<file path="src/hw/bfp_defines.svh">
`ifndef BFP_DEFINES_SVH
`define BFP_DEFINES_SVH

// ----------------------------------------------------------------------
// Flash partition
// ----------------------------------------------------------------------
`define BFP_APP_LAST 13'h1dff
`define BFP_BOOT_FIRST 13'h1e00
`define BFP_BOOT_LAST 13'h1fff
`define BFP_PAGE_BYTES 8'h80
`define BFP_PAGE_WORDS 7'h40
`define BFP_BOOT_PAGES 4'h8
`define BFP_RESET_APP 13'h0000
`define BFP_RESET_BOOT 13'h1e00

// ----------------------------------------------------------------------
// Register offsets and fields
// ----------------------------------------------------------------------
`define BFP_OFS_LOCK 12'h000
`define BFP_OFS_FUSE 12'h004
`define BFP_OFS_PROG 12'h008
`define BFP_OFS_STAT 12'h00c
`define BFP_LOCK_LSB 2
`define BFP_LOCK_MSB 5
`define BFP_PROG_ERASE 0
`define BFP_PROG_FUSE_WR 1
`define BFP_PROG_FUSE_VAL 2
`define BFP_PROG_GL1 3
`define BFP_LOCK_RESET 4'hf
`define BFP_FUSE_RESET 1'h1

`endif

</file>
<file path="src/hw/bfp_pkg.sv">
package bfp_pkg;
    // Kind of flash access presented by the core.
    typedef enum logic [1:0] {
        BFP_ACC_NONE,
        BFP_ACC_STORE,
        BFP_ACC_LOAD,
        BFP_ACC_LOCKSET
    } bfp_acc_e;
    typedef logic [12:0] bfp_waddr_t;
endpackage

</file>
<file path="src/hw/bfp_top.sv">
// Our own choices: the address map and register access over APB.
`include "bfp_defines.svh"

// Notes on behaviour
// - Word addresses to 1DFF are application, 1E00 to 1FFF are boot.
// - Pages hold 128 bytes; the boot part is eight pages.
// - Flash stores may target anywhere but run only when fetched from boot.
// - Two independent two-bit lock settings: application part and boot part.
// - Lock bits programmed by software or programmer; only chip erase clears; here RESET_I also returns them to 1.
// - Lock and fuse bits read 1 unprogrammed, 0 programmed.
// - Application lock 11 places no restriction on application accesses.
// - Application write lock programmed refuses stores into application.
// - Application read lock programmed refuses boot-code loads of application.
// - Boot lock 11 places no restriction on boot accesses.
// - Boot write lock programmed refuses stores into boot part.
// - Boot read lock programmed refuses application-code loads of boot.
// - Reset vector 0000 with fuse unprogrammed, 1E00 when programmed.
// - Running code cannot alter fuses; only the programming port can.
// - General lock bit one programmed blocks fuse change until erase; here RESET_I also returns it and the fuse to 1.
// - Lock-set store programs locks whose data bits 5 to 2 are zero.
module bfp_top
    import bfp_pkg::*;
(
    input wire logic CLK_SYS_I,
    input wire logic RESET_I,
    // Core access port.
    input wire logic ACC_VALID_I,
    input wire bfp_pkg::bfp_acc_e ACC_KIND_I,
    input wire bfp_pkg::bfp_waddr_t ACC_ADDR_I,
    input wire bfp_pkg::bfp_waddr_t FETCH_PC_I,
    input wire logic [7:0] ACC_DATA_I,
    // Flash array side.
    output logic FLASH_WR_O,
    output logic FLASH_RD_O,
    output bfp_pkg::bfp_waddr_t FLASH_ADDR_O,
    input wire logic [15:0] FLASH_RDATA_I,
    // Answer to the core.
    output logic ACC_DONE_O,
    output logic ACC_REFUSED_O,
    output logic [15:0] ACC_RDATA_O,
    output bfp_pkg::bfp_waddr_t RESET_VECTOR_O,
    // APB slave.
    input wire logic PSEL_I,
    input wire logic PENABLE_I,
    input wire logic PWRITE_I,
    input wire logic [11:0] PADDR_I,
    input wire logic [31:0] PWDATA_I,
    output logic [31:0] PRDATA_O,
    output logic PREADY_O,
    output logic PSLVERR_O
);
    import bfp_pkg::*;

    // ------------------------------------------------------------------
    // Helpers
    // ------------------------------------------------------------------
    // Partition decode is used for both target and fetch address.
    function automatic logic in_boot(input bfp_waddr_t a);
        in_boot = (a >= `BFP_BOOT_FIRST) && (a <= `BFP_BOOT_LAST);
    endfunction

    // Page number of a word address, 64 words to a page.
    function automatic logic [6:0] page_of(input bfp_waddr_t a);
        page_of = a[12:6];
    endfunction

    logic [3:0] lock;
    logic fuse;
    logic gl1;
    logic [1:0] app_lock;
    logic [1:0] boot_lock;
    logic app_write_lock_bit;
    logic app_read_lock_bit;
    logic boot_write_lock_bit;
    logic boot_read_lock_bit;
    logic tgt_boot;
    logic pc_boot;
    logic allow;
    logic is_store;
    logic is_load;
    logic is_lockset;
    logic rd_pend;
    logic apb_wr;
    logic apb_rd;
    logic prog_erase;
    logic prog_fuse_wr;
    logic prog_gl1;
    logic boot_page_ok;

    // ------------------------------------------------------------------
    // Lock decode
    // ------------------------------------------------------------------
    // Bits are active low: zero means programmed, i.e. restriction on.
    assign app_lock = lock[1:0];
    assign boot_lock = lock[3:2];
    assign app_write_lock_bit = app_lock[0];
    assign app_read_lock_bit = app_lock[1];
    assign boot_write_lock_bit = boot_lock[0];
    assign boot_read_lock_bit = boot_lock[1];
    assign tgt_boot = in_boot(ACC_ADDR_I);
    assign pc_boot = in_boot(FETCH_PC_I);
    assign boot_page_ok = (page_of(`BFP_BOOT_LAST) - page_of(`BFP_BOOT_FIRST)) ==
        7'(`BFP_BOOT_PAGES - 4'h1);
    assign is_store = ACC_VALID_I && (ACC_KIND_I == BFP_ACC_STORE);
    assign is_load = ACC_VALID_I && (ACC_KIND_I == BFP_ACC_LOAD);
    assign is_lockset = ACC_VALID_I && (ACC_KIND_I == BFP_ACC_LOCKSET) && pc_boot;

    // Permission of the current access; a load from the same part is free.
    always_comb begin
        allow = 1'b0;
        if (is_store) begin
            // Stores only from boot code, then the target's write lock.
            if (!pc_boot) begin
                allow = 1'b0;
            end else if (tgt_boot) begin
                allow = boot_write_lock_bit;
            end else begin
                allow = app_write_lock_bit;
            end
        end else if (is_load) begin
            if (tgt_boot && !pc_boot) begin
                allow = boot_read_lock_bit;
            end else if (!tgt_boot && pc_boot) begin
                allow = app_read_lock_bit;
            end else begin
                allow = 1'b1;
            end
        end
    end

    // ------------------------------------------------------------------
    // Flash strobes and answer
    // ------------------------------------------------------------------
    // A refused access never strobes the array, so flash stays unchanged.
    always_ff @(posedge CLK_SYS_I or posedge RESET_I) begin
        if (RESET_I) begin
            FLASH_WR_O <= 1'b0;
            FLASH_RD_O <= 1'b0;
            FLASH_ADDR_O <= '0;
        end else begin
            FLASH_WR_O <= is_store && allow && boot_page_ok;
            FLASH_RD_O <= is_load && allow;
            FLASH_ADDR_O <= ACC_ADDR_I;
        end
    end

    // Read data are valid one cycle after the read strobe.
    always_ff @(posedge CLK_SYS_I or posedge RESET_I) begin
        if (RESET_I) begin
            rd_pend <= 1'b0;
        end else begin
            rd_pend <= FLASH_RD_O;
        end
    end

    // Answer: stores, lock sets and refused loads finish next cycle, allowed loads after data.
    always_ff @(posedge CLK_SYS_I or posedge RESET_I) begin
        if (RESET_I) begin
            ACC_DONE_O <= 1'b0;
            ACC_REFUSED_O <= 1'b0;
            ACC_RDATA_O <= '0;
        end else begin
            ACC_DONE_O <= rd_pend || (ACC_VALID_I && !(is_load && allow));
            ACC_REFUSED_O <= ACC_VALID_I && !allow && !is_lockset &&
                !(is_load && allow);
            if (rd_pend) begin
                ACC_RDATA_O <= FLASH_RDATA_I;
            end else if (ACC_VALID_I) begin
                ACC_RDATA_O <= '0;
            end
        end
    end

    // ------------------------------------------------------------------
    // Reset vector
    // ------------------------------------------------------------------
    // Fuse zero (programmed) sends reset into the boot part.
    always_ff @(posedge CLK_SYS_I or posedge RESET_I) begin
        if (RESET_I) begin
            RESET_VECTOR_O <= `BFP_RESET_APP;
        end else begin
            RESET_VECTOR_O <= fuse ? `BFP_RESET_APP : `BFP_RESET_BOOT;
        end
    end

    // ------------------------------------------------------------------
    // APB slave (programming port)
    // ------------------------------------------------------------------
    // Fuses are reachable only here, never from the core port.
    assign apb_wr = PSEL_I && PENABLE_I && PWRITE_I;
    assign apb_rd = PSEL_I && !PENABLE_I && !PWRITE_I;
    assign prog_erase = apb_wr && (PADDR_I == `BFP_OFS_PROG) && PWDATA_I[`BFP_PROG_ERASE];
    assign prog_fuse_wr = apb_wr && (PADDR_I == `BFP_OFS_PROG) &&
        PWDATA_I[`BFP_PROG_FUSE_WR];
    assign prog_gl1 = apb_wr && (PADDR_I == `BFP_OFS_PROG) && PWDATA_I[`BFP_PROG_GL1];

    // Zero-wait slave; addresses above 00C read zero with an error.
    always_ff @(posedge CLK_SYS_I or posedge RESET_I) begin
        if (RESET_I) begin
            PREADY_O <= 1'b0;
            PSLVERR_O <= 1'b0;
            PRDATA_O <= '0;
        end else begin
            PREADY_O <= PSEL_I && !PENABLE_I;
            PSLVERR_O <= PSEL_I && !PENABLE_I && (PADDR_I > `BFP_OFS_STAT);
            if (apb_rd) begin
                unique case (PADDR_I)
                    `BFP_OFS_LOCK: PRDATA_O <= {26'h0, lock, 2'h3};
                    `BFP_OFS_FUSE: PRDATA_O <= {30'h0, gl1, fuse};
                    `BFP_OFS_STAT: PRDATA_O <= {28'h0, pc_boot, tgt_boot, 2'h0};
                    default: PRDATA_O <= '0;
                endcase
            end
        end
    end

    // Lock set from the core or the APB lock register, data bits 5..2.
    logic lock_wr;
    logic [3:0] lock_clr;
    assign lock_wr = is_lockset || (apb_wr && (PADDR_I == `BFP_OFS_LOCK));
    assign lock_clr = is_lockset ? ~ACC_DATA_I[`BFP_LOCK_MSB:`BFP_LOCK_LSB] :
        ~PWDATA_I[`BFP_LOCK_MSB:`BFP_LOCK_LSB];

    bfp_lock_store u_store (
        .clk_i(CLK_SYS_I),
        .rst_i(RESET_I),
        .erase_i(prog_erase),
        .lock_wr_i(lock_wr),
        .lock_clr_i(lock_clr),
        .fuse_wr_i(prog_fuse_wr),
        .fuse_val_i(PWDATA_I[`BFP_PROG_FUSE_VAL]),
        .gl1_wr_i(prog_gl1),
        .lock_o(lock),
        .fuse_o(fuse),
        .gl1_o(gl1)
    );
endmodule

</file>
<file path="src/hw/bfp_lock_store.sv">
`include "bfp_defines.svh"

// ----------------------------------------------------------------------
// Non-volatile lock and fuse cell store
// ----------------------------------------------------------------------
module bfp_lock_store (
    input wire logic clk_i,
    input wire logic rst_i,
    input wire logic erase_i,
    input wire logic lock_wr_i,
    input wire logic [3:0] lock_clr_i,
    input wire logic fuse_wr_i,
    input wire logic fuse_val_i,
    input wire logic gl1_wr_i,
    output logic [3:0] lock_o,
    output logic fuse_o,
    output logic gl1_o
);
    // Lock cells: only erase or reset returns them to one; writes only program.
    always_ff @(posedge clk_i or posedge rst_i) begin
        if (rst_i) begin
            lock_o <= `BFP_LOCK_RESET;
        end else if (erase_i) begin
            lock_o <= `BFP_LOCK_RESET;
        end else if (lock_wr_i) begin
            lock_o <= lock_o & ~lock_clr_i;
        end
    end

    // Boot reset fuse: frozen while the general lock bit is programmed.
    always_ff @(posedge clk_i or posedge rst_i) begin
        if (rst_i) begin
            fuse_o <= `BFP_FUSE_RESET;
        end else if (fuse_wr_i && gl1_o) begin
            fuse_o <= fuse_val_i;
        end
    end

    // General lock bit one, programmed to zero, cleared by erase.
    always_ff @(posedge clk_i or posedge rst_i) begin
        if (rst_i) begin
            gl1_o <= 1'b1;
        end else if (erase_i) begin
            gl1_o <= 1'b1;
        end else if (gl1_wr_i) begin
            gl1_o <= 1'b0;
        end
    end
endmodule

</file>
<file path="config.mk">
export PLATFORM = sky130hd
export DESIGN_NAME = bfp_top
export DESIGN_NICKNAME = d
export VERILOG_FILES = /design/src/hw/bfp_pkg.sv /design/src/hw/bfp_top.sv /design/src/hw/bfp_lock_store.sv
export VERILOG_INCLUDE_DIRS = /design/src /design/src/hw
export SDC_FILE = /design/constraint.sdc
export NUM_CORES = 1
export LEC_CHECK = 0
export BUFFER_PORTS_ARGS = -buffer_cell sky130_fd_sc_hd__buf_2
export CAP_MARGIN = 25
export CORE_ASPECT_RATIO = 2
export CORE_MARGIN = 4
export CORE_UTILIZATION = 35
export DETAILED_ROUTE_END_ITERATION = 7
export PLACE_DENSITY = 0.77
export SYNTH_ARGS = -nofsm -noshare
export SYNTH_HDL_FRONTEND = slang
export SYNTH_SLANG_ARGS = --single-unit
</file>
<file path="constraint.sdc">
create_clock -name CLK_SYS_I -period 2.65 [get_ports CLK_SYS_I]
set_input_delay 0.1325 -clock CLK_SYS_I [delete_from_list [all_inputs] [get_ports CLK_SYS_I]]
set_output_delay 0.1325 -clock CLK_SYS_I [all_outputs]
set_load 0.05 [all_outputs]
</file>
==> results.toml <==
[finish]
final_common_cell = "buf_2"
syn_to_final_growth_pct = 35.0
drive_gt1_frac = 0.409
final_cells = 381
num_antenna_cells = 0
final_core_util = 0.485
mostFrequentLayoutCells = "107 x buf_2, 43 x dfrtp_1, 35 x conb_1, 16 x nand2_1, 14 x dlygate4sd3_1"
final_net_count = 419

[drt]
vias_per_cell = 4.75
wl_mm = 5.24
wire_per_inst_um = 13.7
ant_nets = 0
drtIter0Drc = 65
drt-pass1-iter-count = 4
drc = 0
num_vias = 1808

[yosys]
synth.yosys.warnings = 0
ys_seq_area_frac = 0.571
syn_avg_cell_area_um2 = 11.0
synth_cell_types = 34
syn-cell-area_um2 = 2160
synthCells = 197
synth-seq-cells = 49

[timing]
fmax_mhz = 597
fin_crit_ns = 1.67
finalSetupViolCount = 0
tightest_slew_ns = 0.812
skew_ns = 0.00234
hold_violations = 0
timing.slew.headroom = 0.456
post-route-period-util = 0.632
rsz0062_at_grt = "no"
fin_ws_ns = 0.975
drv_slew = 0
setup_tns_ns = 0

[critical_path]
arrival_ns = 1.89
crit_path_end_kind = "flop"
cp.required_ns = 2.87
critPathMaxFanout = 22
path_class = "reg2reg"
cp_slowest_cell = "nor2_1"
crit_chain = "nor2_1, a22o_1"
cp-start-kind = "flop"
critPathMaxStageDelay_ns = 0.73

[global_route]
grt_busiest_layer = "met2"
antenna_found_initial = 0
grt_max_degree = 50
use_met3 = 0.0217
grt_pass1_vias = 1708
grt_pass1_wl_mm = 8.16
grt_use_met1 = 0.150
grt_overflow = 0
gr-usage-met2 = 0.242
grtUsageTotal = 0.137

[die]
die_y_um = 119
die_w_um = 63.5
core-area_um2 = 6010
num_rows = 40
initial_utilization = 0.360
dieArea_um2 = 7570
io_pins = 182

[placed_design]
numPortBuffers = 107
pre_cts_slack_ns = 0.954
gp_congestion = 0.788
dpl.hpwl_mm = 4.03
dp_cells = 358

[power_and_ir_drop]
p_switching_mw = 0.548
p_int_mw = 1.26
ir_drop_uv = 208
clock_power_share = 0.364
p_leak_nw = 1.52
switching_share = 0.303
pwr-share-comb = 0.199
seqPwrFrac = 0.436
power_mw = 1.81
power_density_nw_per_um2 = 620

[clock_tree]
clk_pin_slew_ns = 0.06
clock_path_buffers = 2
root_buffer = "clkbuf_16"
clk_latency_ns = 0.28
cts_made_buffers = 5
clock_sinks = 49
cts-htree-levels = 2
postCtsHoldBufs = 13
cts_resized = 0
cts_tree = "built"
cts_setup_buffers = 0

[run_status]
status = "finished clean"

[job]
max-cap-violations = 0

[hold_path]
hold_path_class = "in2reg"
## logic make-up (layout without fill, tap and decap cells)
| family | Yosys count | after routing | synth area share |
|---|---|---|---|
| flip-flops | 49 | 49 | 0.571 |
| multiplexers | 2 | 2 | 0.00985 |
| buffers and inverters | 46 | 133 | 0.146 |
| AND/OR/NAND/NOR | 63 | 63 | 0.160 |
| other | 1 | 35 | 0.00174 |
| AO/OA/AOI/OAI | 36 | 36 | 0.111 |
## stage by stage
stage	hold WS [ns]	area (um^2)
2_1_floorplan	0.164	2290
5_1_grt	0.0520	2920
6_report	0.0457	2920
3_5_place_dp	0.242	2600
3_3_place_gp	0.241	2600
4_1_cts	0.0313	2890
## power groups by stage
stage,clock (mW),combinational [mW],sequential [mW]
2_1_floorplan,0,0.194,0.899
3_3_place_gp,0,0.337,0.802
3_5_place_dp,0,0.341,0.803
4_1_cts,0.685,0.357,0.789
5_1_grt,0.716,0.380,0.792
6_report,0.659,0.361,0.789
## per-layer routing
| metal | part of all wire | up-vias |
|---|---|---|
| met5 | 0 | - |
| met3 | 0.073 | 11 |
| li1 | - | 850 |
| met2 | 0.54 | 90 |
| met4 | 0.030 | 0 |
| met1 | 0.36 | 857 |
## critical path: cells and delay by family, from the launching register on
family | cells | cell delay, ns
AOI/OAI and AO/OA | 1 | 0.25
and+or+nand+nor | 1 | 0.73
DFF | 1 | 0.62
## cell usage after synthesis
library cell,instances,share of area
nor3b_1,1,0.0035
buf_4,38,0.13
clkbuf_1,5,0.0087
or3_1,1,0.0029
and4_1,1,0.0041
or4_4,3,0.016
and2b_2,1,0.0041
nand3b_1,1,0.0035
nor2_1,6,0.010
inv_1,3,0.0052
or2_2,1,0.0029
nand3_1,4,0.0093
o41ai_1,1,0.0041
nand4_1,4,0.012
o31ai_1,3,0.010
a22o_1,12,0.049
mux2i_1,1,0.0046
and3_1,1,0.0029
nor3_1,10,0.023
dfrtp_1,43,0.50
and2_1,1,0.0029
conb_1,1,0.0017
nand2b_1,6,0.017
o21ai_1,4,0.0093
mux2_2,1,0.0052
o21ai_0,13,0.030
nor2b_1,2,0.0058
or4_1,1,0.0035
nor4_1,2,0.0058
a21o_1,1,0.0035
a21oi_1,2,0.0046
dfstp_2,6,0.073
and3_2,1,0.0035
nand2_1,16,0.028
## final timing paths
path                             from             end  slack, ns  depth (start not counted)
hold / removal              PENABLE_I        PREADY_O       0.05                          2
setup reg to reg              rd_pend  ACC_RDATA_O[4]       0.98                          2
hold reg to reg            FLASH_RD_O         rd_pend       0.37                          0
max in group asynchronous     RESET_I  ACC_RDATA_O[7]       1.78                          4
min in group asynchronous     RESET_I     PRDATA_O[0]       0.39                          3
setup / recovery              rd_pend  ACC_RDATA_O[4]       0.98                          2
## flip-flops by register name, indices dropped and copies added (netlist names), 4 cells and up
name / count
FLASH_ADDR_O: 13
u_store.lock_o: 4
PRDATA_O: 6
ACC_RDATA_O: 16
## layout make-up
type / count / area [um^2]
clock buffer: 7 / 153
clock inverter: 1 / 5.00
fill: 561 / 3090
inverter: 3 / 11.3
multi-input combinational: 136 / 738
sequential: 49 / 1230
tap: 63 / 78.8
timing repair buffer: 122 / 696
(Power assumes the default switching activity.)
